===== src/logic/irhc_consts.svh =====
/*
 * Offsets, field positions, reset values and timing counts for the
 * input re-validation and hold-off counter block.
 * Assumes byte addresses on a 32-bit Avalon-MM register bus.
 */
`ifndef IRHC_CONSTS_SVH
`define IRHC_CONSTS_SVH

`define IRHC_ADDR_CTRL 8'h00
`define IRHC_ADDR_STATUS 8'h04
`define IRHC_ADDR_IRQ_STAT 8'h08
`define IRHC_ADDR_IRQ_MASK 8'h0C
`define IRHC_ADDR_MISS_LIM 8'h10

`define IRHC_CTRL_PRE_LSB 0
`define IRHC_CTRL_REV_LSB 2
`define IRHC_CTRL_HOLD_EN 4
`define IRHC_CTRL_PER_LSB 8

`define IRHC_PRE_RESET 2'h2
`define IRHC_REV_RESET 2'h2
`define IRHC_PER_RESET 8'h80
`define IRHC_MISS_RESET 16'h0100

`define IRHC_REV_CNT_0 7'h02
`define IRHC_REV_CNT_1 7'h10
`define IRHC_REV_CNT_2 7'h20
`define IRHC_REV_CNT_3 7'h40

`define IRHC_PRE_MASK_0 17'h0_7FFF
`define IRHC_PRE_MASK_1 17'h0_FFFF
`define IRHC_PRE_MASK_2 17'h1_FFFF

`define IRHC_IRQ_FAILOVER 0
`define IRHC_IRQ_REVAL_LSB 1

`endif


===== src/logic/irhc_pkg.sv =====
/*
 * Types shared by the re-validation and hold-off counter block.
 * Assumes nothing beyond a SystemVerilog compiler.
 */
package irhc_pkg;
	typedef logic [1:0] irhc_sel_t;
	typedef logic [6:0] irhc_rev_cnt_t;
	typedef logic [31:0] irhc_word_t;
endpackage : irhc_pkg


===== src/logic/irhc_top.sv =====
/*
 * Hold-off prescaler and counter, and per-input re-validation counters,
 * with an Avalon-MM register slave and one level interrupt.
 * Assumes vcxo_clk_in and ref_clk_in are already synchronous to sys_clk
 * and slower than half its rate; los_event comes from the LOS detectors.
 */
// Operation
// - Prescale VCXO by 2^15, 2^16 or 2^17
// - Each valid reference period decrements counter
// - Missing edges for a period reload count
// - Counter reaching zero clears the loss flag
// - Select codes give 2, 16, 32, 64 periods
// - Hold-off counts after LOS, failover at zero
// - Hold-off reloads from period after zero
// - Hold-off period 8 bits, resets to 0x80
`include "irhc_consts.svh"

module irhc_top (
	input wire logic sys_clk,
	input wire logic sys_rst,
	input wire logic [7:0] avs_address,
	input wire logic avs_read,
	input wire logic avs_write,
	input wire irhc_pkg::irhc_word_t avs_writedata,
	input wire logic [3:0] avs_byteenable,
	output irhc_pkg::irhc_word_t avs_readdata,
	output logic avs_waitrequest,
	input wire logic vcxo_clk_in,
	input wire logic [1:0] ref_clk_in,
	input wire logic [1:0] los_event,
	output logic [1:0] los_flag,
	output logic failover_start,
	output logic irq
);
	import irhc_pkg::*;

	////////////////////////////////////////////////////////////////////
	logic waitrequest_reg;
	logic [1:0] prescale_select_reg;
	logic [1:0] revalidation_count_select_reg;
	logic hold_en_reg;
	logic [7:0] holdoff_period_reg;
	logic [15:0] miss_limit_reg;
	logic [2:0] irq_stat_reg;
	logic [2:0] irq_mask_reg;
	irhc_word_t readdata_reg;
	logic [7:0] holdoff_cnt_reg;
	logic [16:0] pre_cnt_reg;
	logic vcxo_q_reg;
	logic [1:0] los_reg;
	logic failover_reg;
	logic pre_tick;
	logic holdoff_zero;
	logic [1:0] reval_done;
	logic bus_req;
	logic bus_go;
	logic [16:0] pre_mask;
	irhc_rev_cnt_t rev_start;

	assign bus_req = avs_read | avs_write;
	// Access completes on the edge where waitrequest is low
	assign bus_go = bus_req & ~waitrequest_reg;

	always_ff @(posedge sys_clk) begin
		if (sys_rst) begin
			waitrequest_reg <= 1'b1;
		end else begin
			waitrequest_reg <= ~(bus_req & waitrequest_reg);
		end
	end

	////////////////////////////////////////////////////////////////////
	// Control register, written only on the completing edge
	always_ff @(posedge sys_clk) begin
		if (sys_rst) begin
			prescale_select_reg <= `IRHC_PRE_RESET;
			revalidation_count_select_reg <= `IRHC_REV_RESET;
			hold_en_reg <= 1'b0;
			holdoff_period_reg <= `IRHC_PER_RESET;
		end else if (bus_go && avs_write &&
				avs_address == `IRHC_ADDR_CTRL) begin
			if (avs_byteenable[0]) begin
				prescale_select_reg <=
					avs_writedata[`IRHC_CTRL_PRE_LSB +: 2];
				revalidation_count_select_reg <=
					avs_writedata[`IRHC_CTRL_REV_LSB +: 2];
				hold_en_reg <= avs_writedata[`IRHC_CTRL_HOLD_EN];
			end
			if (avs_byteenable[1]) begin
				holdoff_period_reg <=
					avs_writedata[`IRHC_CTRL_PER_LSB +: 8];
			end
		end
	end

	always_ff @(posedge sys_clk) begin
		if (sys_rst) begin
			miss_limit_reg <= `IRHC_MISS_RESET;
		end else if (bus_go && avs_write &&
				avs_address == `IRHC_ADDR_MISS_LIM) begin
			if (avs_byteenable[0]) begin
				miss_limit_reg[7:0] <= avs_writedata[7:0];
			end
			if (avs_byteenable[1]) begin
				miss_limit_reg[15:8] <= avs_writedata[15:8];
			end
		end
	end

	always_ff @(posedge sys_clk) begin
		if (sys_rst) begin
			irq_mask_reg <= 3'h0;
		end else if (bus_go && avs_write && avs_byteenable[0] &&
				avs_address == `IRHC_ADDR_IRQ_MASK) begin
			irq_mask_reg <= avs_writedata[2:0];
		end
	end

	// Sticky events; a new event wins over a write-one clear
	always_ff @(posedge sys_clk) begin
		if (sys_rst) begin
			irq_stat_reg <= 3'h0;
		end else begin
			irq_stat_reg <= (irq_stat_reg &
				~((bus_go && avs_write && avs_byteenable[0] &&
				avs_address == `IRHC_ADDR_IRQ_STAT) ?
				avs_writedata[2:0] : 3'h0)) |
				{reval_done, failover_reg};
		end
	end

	always_ff @(posedge sys_clk) begin
		if (sys_rst) begin
			irq <= 1'b0;
		end else begin
			irq <= |(irq_stat_reg & irq_mask_reg);
		end
	end

	// Read data latched on the edge that drops waitrequest
	always_ff @(posedge sys_clk) begin
		if (sys_rst) begin
			readdata_reg <= 32'h0000_0000;
		end else if (avs_read && waitrequest_reg) begin
			unique case (avs_address)
			`IRHC_ADDR_CTRL: readdata_reg <= {16'h0000,
				holdoff_period_reg, 3'h0, hold_en_reg,
				revalidation_count_select_reg, prescale_select_reg};
			`IRHC_ADDR_STATUS: readdata_reg <= {16'h0000,
				holdoff_cnt_reg, 6'h00, los_reg};
			`IRHC_ADDR_IRQ_STAT: readdata_reg <= {29'h0, irq_stat_reg};
			`IRHC_ADDR_IRQ_MASK: readdata_reg <= {29'h0, irq_mask_reg};
			`IRHC_ADDR_MISS_LIM: readdata_reg <= {16'h0000,
				miss_limit_reg};
			// Unmapped addresses answer with zero
			default: readdata_reg <= 32'h0000_0000;
			endcase
		end
	end

	////////////////////////////////////////////////////////////////////
	// Prescaler counts VCXO rising edges
	always_comb begin
		unique case (prescale_select_reg)
		2'h0: pre_mask = `IRHC_PRE_MASK_0;
		2'h1: pre_mask = `IRHC_PRE_MASK_1;
		// Code 11 is reserved; treated as the slowest division
		default: pre_mask = `IRHC_PRE_MASK_2;
		endcase
	end

	always_ff @(posedge sys_clk) begin
		if (sys_rst) begin
			vcxo_q_reg <= 1'b0;
			pre_cnt_reg <= 17'h0_0000;
		end else begin
			vcxo_q_reg <= vcxo_clk_in;
			if (vcxo_clk_in && !vcxo_q_reg) begin
				pre_cnt_reg <= pre_tick ? 17'h0_0000 :
					pre_cnt_reg + 17'h0_0001;
			end
		end
	end

	assign pre_tick = vcxo_clk_in & ~vcxo_q_reg &
		((pre_cnt_reg & pre_mask) == pre_mask);

	// Hold-off counter idles loaded until a loss is pending with hold-off enabled
	// Period zero fires once per tick, never on every cycle
	assign holdoff_zero = pre_tick && holdoff_cnt_reg <= 8'h01;

	always_ff @(posedge sys_clk) begin
		if (sys_rst) begin
			holdoff_cnt_reg <= `IRHC_PER_RESET;
			failover_reg <= 1'b0;
		end else begin
			failover_reg <= 1'b0;
			if (!(hold_en_reg && |los_reg)) begin
				holdoff_cnt_reg <= holdoff_period_reg;
			end else if (holdoff_zero) begin
				holdoff_cnt_reg <= holdoff_period_reg;
				failover_reg <= 1'b1;
			end else if (pre_tick) begin
				holdoff_cnt_reg <= holdoff_cnt_reg - 8'h01;
			end
		end
	end

	always_ff @(posedge sys_clk) begin
		if (sys_rst) begin
			failover_start <= 1'b0;
			los_flag <= 2'h0;
			avs_waitrequest <= 1'b1;
		end else begin
			failover_start <= failover_reg;
			los_flag <= los_reg;
			avs_waitrequest <= ~(bus_req & waitrequest_reg);
		end
	end

	assign avs_readdata = readdata_reg;

	////////////////////////////////////////////////////////////////////
	always_comb begin
		unique case (revalidation_count_select_reg)
		2'h0: rev_start = `IRHC_REV_CNT_0;
		2'h1: rev_start = `IRHC_REV_CNT_1;
		2'h2: rev_start = `IRHC_REV_CNT_2;
		2'h3: rev_start = `IRHC_REV_CNT_3;
		endcase
	end

	generate
		for (genvar i = 0; i < 2; i++) begin : g_ch
			irhc_rev_cnt_t rev_cnt_reg;
			logic [15:0] miss_cnt_reg;
			logic ref_q_reg;
			logic lost_reg;
			logic edge_seen;
			logic missed;

			assign los_reg[i] = lost_reg;
			assign edge_seen = ref_clk_in[i] & ~ref_q_reg;
			// A period with no edge inside the window counts as missed
			assign missed = !edge_seen && miss_cnt_reg >= miss_limit_reg;
			assign reval_done[i] = los_reg[i] && !los_event[i] &&
				!missed && edge_seen && rev_cnt_reg == 7'h01;

			always_ff @(posedge sys_clk) begin
				if (sys_rst) begin
					ref_q_reg <= 1'b0;
					miss_cnt_reg <= 16'h0000;
				end else begin
					ref_q_reg <= ref_clk_in[i];
					miss_cnt_reg <= (edge_seen || missed) ? 16'h0000 :
						miss_cnt_reg + 16'h0001;
				end
			end

			always_ff @(posedge sys_clk) begin
				if (sys_rst) begin
					rev_cnt_reg <= 7'h00;
					lost_reg <= 1'b0;
				end else if (los_event[i]) begin
					rev_cnt_reg <= rev_start;
					lost_reg <= 1'b1;
				end else if (los_reg[i]) begin
					if (missed) begin
						rev_cnt_reg <= rev_start;
					end else if (reval_done[i]) begin
						rev_cnt_reg <= 7'h00;
						lost_reg <= 1'b0;
					end else if (edge_seen) begin
						rev_cnt_reg <= rev_cnt_reg - 7'h01;
					end
				end
			end
		end
	endgenerate
endmodule : irhc_top


===== config.mk =====
export PLATFORM = sky130hd
export DESIGN_NAME = irhc_top
export DESIGN_NICKNAME = d
export VERILOG_FILES = /design/src/logic/irhc_pkg.sv /design/src/logic/irhc_top.sv
export VERILOG_INCLUDE_DIRS = /design/src /design/src/logic
export SDC_FILE = /design/constraint.sdc
export NUM_CORES = 1
export LEC_CHECK = 0
export ABC_AREA = 1
export ABC_CLOCK_PERIOD_IN_PS = 5190
export BUFFER_PORTS_ARGS = -buffer_cell sky130_fd_sc_hd__buf_4
export CAP_MARGIN = 20
export CORE_MARGIN = 3
export CORE_UTILIZATION = 55
export DETAILED_ROUTE_END_ITERATION = 8
export GPL_TIMING_DRIVEN = 0
export HOLD_SLACK_MARGIN = 0.08
export PLACE_DENSITY = 0.87
export SLEW_MARGIN = 20
export SYNTH_ARGS = -nofsm -noshare
export SYNTH_HDL_FRONTEND = slang
export SYNTH_SLANG_ARGS = --single-unit

===== constraint.sdc =====
create_clock -name sys_clk -period 5.19 [get_ports sys_clk]
set_input_delay 0.519 -clock sys_clk [delete_from_list [all_inputs] [get_ports sys_clk]]
set_output_delay 0.519 -clock sys_clk [all_outputs]
set_load 0.005 [all_outputs]

==> results of run 1 <==
## layout make-up
class	count	area (um2)
buffer	40	233
clock buffer	18	439
clock inverter	14	199
fill	968	3920
inverter	138	518
multi-input combinational	696	3770
sequential	133	2660
tap	168	210
timing repair buffer	55	413
## routing by layer
layer  vias up  wire (um)  global-route usage, %
met4         0        533                   9.88
li1       3408          -                      -
met2       302       8400                   40.9
met1      3093       7830                   33.9
met3        54       1640                   7.63
met5         -          0                      0
## worst register-to-register path, cell delays in order (launching register included)
cell and delay, ns:
dfxtp_1 0.30, inv_1 0.09, ha_1 0.35, a21oi_1 0.18
o21ai_0 0.11, nor2_1 0.30, nand4_1 0.45, clkbuf_1 0.37
nor3_1 0.19
## worst max path at each step
stage                                           to
6_report        g_ch[0].miss_cnt_reg[7]$_SDFF_PP0_
5_1_grt         g_ch[0].miss_cnt_reg[7]$_SDFF_PP0_
4_1_cts         g_ch[0].miss_cnt_reg[7]$_SDFF_PP0_
3_5_place_dp   g_ch[0].miss_cnt_reg[11]$_SDFF_PP0_
3_3_place_gp   g_ch[0].miss_cnt_reg[11]$_SDFF_PP0_
2_1_floorplan  g_ch[1].rev_cnt_reg[4]$_SDFFE_PP0P_
## report_power, final
part	total (mW)	switching, mW	internal, mW
Sequential	1.06	0.0146	1.04
Clock	1.30	0.479	0.820
Combinational	0.208	0.127	0.0811
Total	2.56	0.621	1.94
## metrics by stage
step	total power, mW	util, %	std cells
after floorplan	1.21	-	1007
after global placement	1.28	63.2	1230
after detailed placement	1.28	63.2	1230
after CTS	2.56	68.3	1262
after global routing	2.65	68.3	1262
final	2.56	68.3	1262
## cells in the final DEF (no fill, tap or decap), types with 10 or more instances in the layout
cell type,Yosys,layout
nor2_2,11,11
nor2_1,94,94
clkbuf_1,17,17
ha_1,41,41
o21ai_0,54,54
nand3_1,58,58
inv_1,127,127
nand2_1,193,193
nor3_1,16,16
dfxtp_1,133,133
o21ai_1,10,10
a21oi_1,93,93
buf_4,17,72
conb_1,1,16
nand4_1,23,23
clkbuf_16,0,17
xor2_1,15,15
## kinds of logic after synthesis
kind of cell             Yosys count  synth area share [%]
adder cells (fa/ha/maj)           41                  7.20
AO/OA/AOI/OAI                    189                  14.5
flip-flops                       133                  37.4
other                              1                0.0526
AND/OR/NAND/NOR                  430                  27.9
XOR/XNOR                          20                  2.46
buffers and inverters            178                  10.5
==> qor.csv, run 1 <==
stage,metric,value,unit
run_status,status,"finished, final reports clean",
global_routing,initial antenna violation count,0,
synth,register area share after synthesis,37.4,%
detailed_routing,Avg Vias per Cell,5.43,
floorplan,Die X,120,um
critical_path,worst reg-to-reg setup slack,2.77,ns
final_layout,share of post-route cells with drive strength above 1,14.0,%
min_path,Cells on Worst Hold Path,3,
floorplan,Rows,40,
timing,Final setup violation count,0,
detailed_routing,Iter 0 DRT Violations,705,
synth,post-synthesis cell count,992,
placed_design,HPWL after DPL,13200,um
timing,FMAX,0.414,GHz
synth,Syn Area/Cell,7.19,um2
timing,Final Hold Vio Count,0,
global_routing,total track usage,26.0,%
cts,CTS sink count,133,
cts,post-CTS resize count,0,
synth,Post-Syn Area,7130,um2
final_layout,max reg flops,32,
timing,fin crit period,2.42,ns
floorplan,starting density of the core,57.7,%
min_path,WHS Endpoint,g_ch[1].ref_q_reg$_SDFF_PP0_,
critical_path,CP Launch Type,register,
cts,"Setup Fix Bufs, Post-CTS",0,
final_layout,P&R area growth vs syn,18.5,%
critical_path,CP Max Fanout,10,
final_layout,diodes inserted,0,
floorplan,# IOs,90,
critical_path,required time of the worst setup path,5.54,ns
min_path,hold path startpoint,ref_clk_in[1],
cts,clock latency at the later pin of the worst-skew pair,0.43,ns
critical_path,Worst path depth,8,
timing,worst setup margin,2.77,ns
cts,CTS tree,yes,
critical_path,max incr delay on CP,0.45,ns
timing,relative max-transition margin,57.8,%
critical_path,cell family with most CP delay,simple AND/OR/NAND/NOR gates,
floorplan,height of the die,120,um
synth,synthesized flop and latch total,133,
critical_path,Slowest cell on crit path,nand4_1,
placed_design,port bufs,55,
detailed_routing,total vias in the final route,6857,
critical_path,CP Class,register to register,
synth,area share of the largest cell type after synthesis,37.4,%
timing,RSZ-0062 raised after global routing,false,
synth,post-synth cell types,48,
global_routing,grt ovf,0,
cts,H-tree levels,4,
critical_path,worst flop-to-flop path startpoint,miss_limit_reg[15]$_SDFFE_PP0P_,
detailed_routing,First-pass DRT Iterations,8,
timing,Max Clock Skew,0.00713,ns
detailed_routing,WL/cell,14.6,um
cts,clock buffer depth,2,
placed_design,RD Place Congestion,0.906,
timing,WHS,0.300,ns
pwr,Leakage,3.83,nW
placed_design,Area after DPL,7810,um2
synth,Synth area leader,dfxtp_1,
synth,commonest cells in the netlist,"nand2_1 (193), dfxtp_1 (133), inv_1 (127)",
floorplan,CORE AREA,12400,um2
pwr,pwr dens,304,nW/um2
synth,"FFs w/ async S/R, synth",0,%
timing,fin crit share,46.6,%
detailed_routing,Residual DRC,0,
cts,CTS Root Cell,clkbuf_16,
cts,total clock buffers created by CTS,17,
critical_path,reg2reg path depth,8,
placed_design,DP Worst Slack,2.93,ns
critical_path,Critical Path AT,2.77,ns
min_path,Worst Hold Class,input port to register,
synth,"Top FF cell, synth",dfxtp_1,
global_routing,global-route wire length before repair,29900,um
critical_path,Worst Setup End Kind,register,
global_routing,vias in the first global route,6247,
detailed_routing,final wirelength,18400,um
run,MaxCap Viol Count,0,
synth,top post-synthesis cells by area,"dfxtp_1 (37%), nand2_1 (10%), ha_1 (7.2%)",
timing,Worst-Margin Slew,0.632,ns
synth,warnings from Yosys,0,
global_routing,largest net degree at the start of global routing,17,
timing,TNS Setup,0,ns
critical_path,CP Buf/Inv Count,2,
final_layout,Final nets,1175,
critical_path,crit path cell chain,inv_1 -> ha_1 -> a21oi_1 -> o21ai_0 -> nor2_1 -> nand4_1 -> clkbuf_1 -> nor3_1,
pwr,Max IR drop VDD,230,uV
cts,# hold bufs at CTS,0,
final_layout,fin area,8450,um2
synth,"count leader, synth",nand2_1,
critical_path,FF-to-FF End,g_ch[0].miss_cnt_reg[7]$_SDFF_PP0_,
floorplan,die area,14400,um2
synth,"EDFF count, synth",0,
detailed_routing,post-route ant nets,0,
cts,Clock transition at path regs,0.06,ns
timing,Max Slew Vio Count,0,
critical_path,crit path launch,miss_limit_reg[15]$_SDFFE_PP0P_,
No activity file was read; power rests on OpenSTA's default activity.
==> run 2, diff against run 1 <==
Settings changed: ABC_AREA 1 to 0, ABC_CLOCK_PERIOD_IN_PS 5190 to 2200, CORE_UTILIZATION 55 to 52.
Clock period 5.19 ns to 2.2 ns, I/O delays scaled along.
==> run 2 against run 1 <==
The flow now finishes with violations (negative setup slack). Critical endpoint is now g_ch[1].miss_cnt_reg[11]$_SDFF_PP0_. Worst hold slack worse by 0.19 ns. Clock skew up 0.0038 ns. Critical path type unchanged. First-iteration DRC count grew 35%. Sequential power is 130% higher. Routed wire length grew 12%. Cell count shrank 12%. Synthesized cell count shrank 19%. Clock power grew 120%. Non-clock buffer count up 40. Fmax up 3.2%. Die area up 1.6%.
==> qor.csv, run 2 <==
stage,metric,value,unit,change
run_status,status,finished with violations,,
run_status,violated checks,negative setup slack,,
cts,Clock transition at path regs,0.06,ns,about the same
synth,"Top FF cell, synth",dfxtp_1,,
cts,CTS Root Cell,clkbuf_16,,
final_layout,share of post-route cells with drive strength above 1,21.9,%,+7.9 points
critical_path,required time of the worst setup path,2.56,ns,-2.98 ns
final_layout,diodes inserted,0,,unchanged
critical_path,CP Launch Type,register,,
critical_path,max incr delay on CP,0.39,ns,-0.06 ns
final_layout,"commonest cells after routing, fill and taps aside","nor2_1 (121), dfxtp_1 (113), buf_4 (82)",,
floorplan,height of the die,121,um,+0.79%
floorplan,Die X,121,um,+0.79%
timing,FMAX,0.427,GHz,+3.2%
timing,Final Hold Vio Count,0,,unchanged
synth,largest family of logic cells by synthesized area,simple AND/OR/NAND/NOR gates,,
pwr,Comb power frac,8.1,%,about the same
floorplan,starting density of the core,53.6,%,-4.0 points
timing,Max Clock Skew,0.0109,ns,+0.00378 ns
cts,H-tree levels,4,,unchanged
critical_path,CP Class,register to register,,
critical_path,CP Max Fanout,6,,-4
placed_design,RD Place Congestion,0.948,,+4.6%
synth,top post-synthesis cells by area,"dfxtp_1 (39%), ha_1 (7.5%), nor2_1 (6.7%)",,
critical_path,crit path cell chain,inv_4 -> ha_1 -> a21oi_1 -> o21ai_0 -> o21ai_2 -> nand4_1 -> buf_2 -> nor2_1,,
timing,worst setup margin,-0.141,ns,-2.91 ns
run,MaxCap Viol Count,0,,unchanged
critical_path,Worst Setup End Kind,register,,
detailed_routing,final wirelength,20600,um,+12%
detailed_routing,WL/cell,18.6,um,+27%
min_path,hold path startpoint,los_event[1],,
synth,Syn Area/Cell,8.56,um2,+19%
timing,relative max-transition margin,41.6,%,-16 points
cts,clock latency at the later pin of the worst-skew pair,0.43,ns,about the same
critical_path,worst reg-to-reg setup slack,-0.14,ns,-2.91 ns
synth,warnings from Yosys,0,,unchanged
pwr,Seq pwr share,42.6,%,+1.4 points
critical_path,Critical Path AT,2.70,ns,-0.07 ns
min_path,WHS Endpoint,g_ch[1].lost_reg$_SDFF_PP0_,,
floorplan,die area,14600,um2,+1.6%
synth,register area share after synthesis,38.9,%,+1.5 points
detailed_routing,Avg Vias per Cell,6.06,,+12%
detailed_routing,First-pass DRT Iterations,6,,-2
synth,Post-Syn Area,6850,um2,-3.9%
critical_path,CP Buf/Inv Count,2,,unchanged
floorplan,CORE AREA,12800,um2,+3.3%
global_routing,grt ovf,0,,unchanged
synth,"FFs w/ async S/R, synth",0,%,unchanged
pwr,Max IR drop VDD,802,uV,+250%
floorplan,# IOs,90,,unchanged
detailed_routing,post-route ant nets,0,,unchanged
final_layout,max reg flops,32,,unchanged
synth,mux cell area share after synthesis,4.99,%,+5.0 points
pwr,pwr dens,654,nW/um2,+120%
synth,post-synthesis cell count,800,,-19%
timing,RSZ-0062 raised after global routing,true,,
synth,synthesized flop and latch total,133,,unchanged
synth,adder-cell share of the synthesized area,7.49,%,+0.29 points
pwr,Power Total,5.80,mW,+130%
synth,post-synth cell types,62,,+29%
final_layout,final design utilization,69.5,%,+1.1 points
min_path,Cells on Worst Hold Path,3,,unchanged
synth,xor and xnor area share after synthesis,5.75,%,+3.3 points
cts,CTS sink count,133,,unchanged
pwr,Leakage,3.52,nW,-7.9%
cts,total clock buffers created by CTS,17,,unchanged
placed_design,HPWL after DPL,12500,um,-5.2%
critical_path,cell family with most CP delay,compound AO/OA/AOI/OAI gates,,
floorplan,Rows,41,,+2.5%
pwr,Sw Ratio,23.6,%,-0.59 points
detailed_routing,Iter 0 DRT Violations,951,,+35%
min_path,Worst Hold Class,input port to register,,
synth,commonest cells in the netlist,"dfxtp_1 (133), nor2_1 (122), nand2_1 (56)",,
cts,CTS tree,yes,,
synth,Synth Area in Compound Gates,14.0,%,-0.51 points
timing,fin crit period,2.34,ns,-0.0757 ns
timing,Worst-Margin Slew,0.867,ns,+0.234 ns
synth,"count leader, synth",dfxtp_1,,
critical_path,reg2reg path depth,8,,unchanged
global_routing,total track usage,25.6,%,-0.46 points
critical_path,FF-to-FF End,g_ch[1].miss_cnt_reg[11]$_SDFF_PP0_,,
timing,fin crit share,106,%,+60 points
timing,Final setup violation count,34,,+34
placed_design,port bufs,54,,-1.8%
timing,Max Slew Vio Count,0,,unchanged
synth,"EDFF count, synth",0,,unchanged
detailed_routing,total vias in the final route,6713,,-2.1%
global_routing,initial antenna violation count,0,,unchanged
detailed_routing,Residual DRC,0,,unchanged
synth,post-synthesis simple-gate area fraction,23.1,%,-4.8 points
critical_path,worst flop-to-flop path startpoint,miss_limit_reg[7]$_SDFFE_PP0P_,,
final_layout,Final nets,1017,,-13%
synth,area share of the largest cell type after synthesis,38.9,%,+1.5 points
global_routing,largest net degree at the start of global routing,17,,unchanged
final_layout,P&R area growth vs syn,29.5,%,
pwr,clock share of power,49.3,%,-1.4 points
synth,Synth area leader,dfxtp_1,,
timing,WHS,0.111,ns,-0.189 ns
pwr,Psw,1.37,mW,+120%
global_routing,vias in the first global route,6053,,-3.1%
global_routing,global-route wire length before repair,29500,um,-1.2%
final_layout,"most common cell after layout, fill and taps aside",nor2_1,,
pwr,Cell Int Power,4.43,mW,+130%
cts,clock buffer depth,2,,unchanged
critical_path,Slowest cell on crit path,dfxtp_4,,
==> run 2: cell count changes in the layout (fill, tap and decap cells not counted), moves of 27 or more <==
cell and delta:
o21ai_0 -37, inv_1 -102, a21oi_1 -57, mux2i_1 +33, nor2_1 +27, nand2_1 -137
==> run 2: what timing repair did <==
| action | CTS | global route |
|---|---|---|
| hold endpoints to repair | 36 | 0 |
| hold buffers | 22 | 0 |
| gates cloned | 0 | 2 |
| gates resized for setup | 27 | 68 |
| pin swaps | 10 | 29 |
| setup endpoints to repair | 59 | 59 |
| setup buffers | 3 | 9 |
==> run 2: worst register-to-register path, delay by kind of cell (launching register included) <==
family / cells / cell delay, ns
AND/OR/NAND/NOR: 2 / 0.41
adder cells (fa/ha/maj): 1 / 0.34
AO/OA/AOI/OAI: 3 / 0.81
buffers and inverters: 2 / 0.32
flip-flops: 1 / 0.39
==> run 2: area by class of cell <==
class | count | area [um2]
plain buffers | 45 | 275
clock buffers | 24 | 492
clock inverters | 8 | 97.6
fillers | 886 | 3900
inverters | 37 | 146
multi-input cells | 599 | 4200
flip-flops and latches | 133 | 2700
well taps | 172 | 215
repair buffers | 90 | 749
==> run 2: per-layer routing <==
metal | part of all wire, % | vias to the layer above | GRT usage, %
li1 | - | 3050 | -
met5 | 0 | - | 0
met2 | 47 | 400 | 41.1
met3 | 8.4 | 114 | 6.50
met4 | 5.0 | 0 | 11.8
met1 | 40 | 3149 | 32.2
==> run 2: worst max-delay path by stage <==
stage / cells past startpoint / slack [ns] / end / start
6_report: 8 / -0.14 / g_ch[1].miss_cnt_reg[11]$_SDFF_PP0_ / miss_limit_reg[7]$_SDFFE_PP0P_
3_5_place_dp: 9 / -0.47 / g_ch[0].miss_cnt_reg[0]$_SDFF_PP0_ / miss_limit_reg[9]$_SDFFE_PP0P_
2_1_floorplan: 9 / 0.09 / g_ch[0].miss_cnt_reg[10]$_SDFF_PP0_ / miss_limit_reg[10]$_SDFFE_PP0P_
3_3_place_gp: 9 / -0.45 / g_ch[0].miss_cnt_reg[13]$_SDFF_PP0_ / miss_limit_reg[9]$_SDFFE_PP0P_
4_1_cts: 8 / -0.009 / g_ch[0].rev_cnt_reg[5]$_SDFFE_PP0P_ / miss_limit_reg[7]$_SDFFE_PP0P_
5_1_grt: 8 / -0.15 / g_ch[1].miss_cnt_reg[0]$_SDFF_PP0_ / miss_limit_reg[7]$_SDFFE_PP0P_
==> run 2: stage by stage <==
stage                     TNS (ns)  cells  instance area, um2  worst slack, ns
after floorplan                  0    815                6910           0.0923
after global placement      -10.54   1041                7530           -0.448
after detailed placement    -13.53   1041                7530           -0.475
after CTS                 -0.00863   1097                8490         -0.00863
after global routing         -3.50   1108                8870           -0.154
final                        -2.54   1108                8870           -0.141
==> run 2: kinds of logic (layout without fill, tap and decap cells) <==
kind of cell	Yosys count	in the layout
and+or+nand+nor	324	324
AOI/OAI and AO/OA	139	139
buffers and inverters	83	204
other	1	16
adders and majority gates	41	41
muxes	34	34
xor gates and xnor gates	45	45
DFF	133	133
==> run 2: power groups by stage <==
stage | Clock (mW) | Sequential, mW | Combinational (mW)
after global routing | 2.96 | 2.48 | 0.509
final | 2.86 | 2.47 | 0.472
after floorplan | 0 | 2.52 | 0.234
after detailed placement | 0 | 2.52 | 0.376
after CTS | 2.85 | 2.47 | 0.426
after global placement | 0 | 2.52 | 0.367
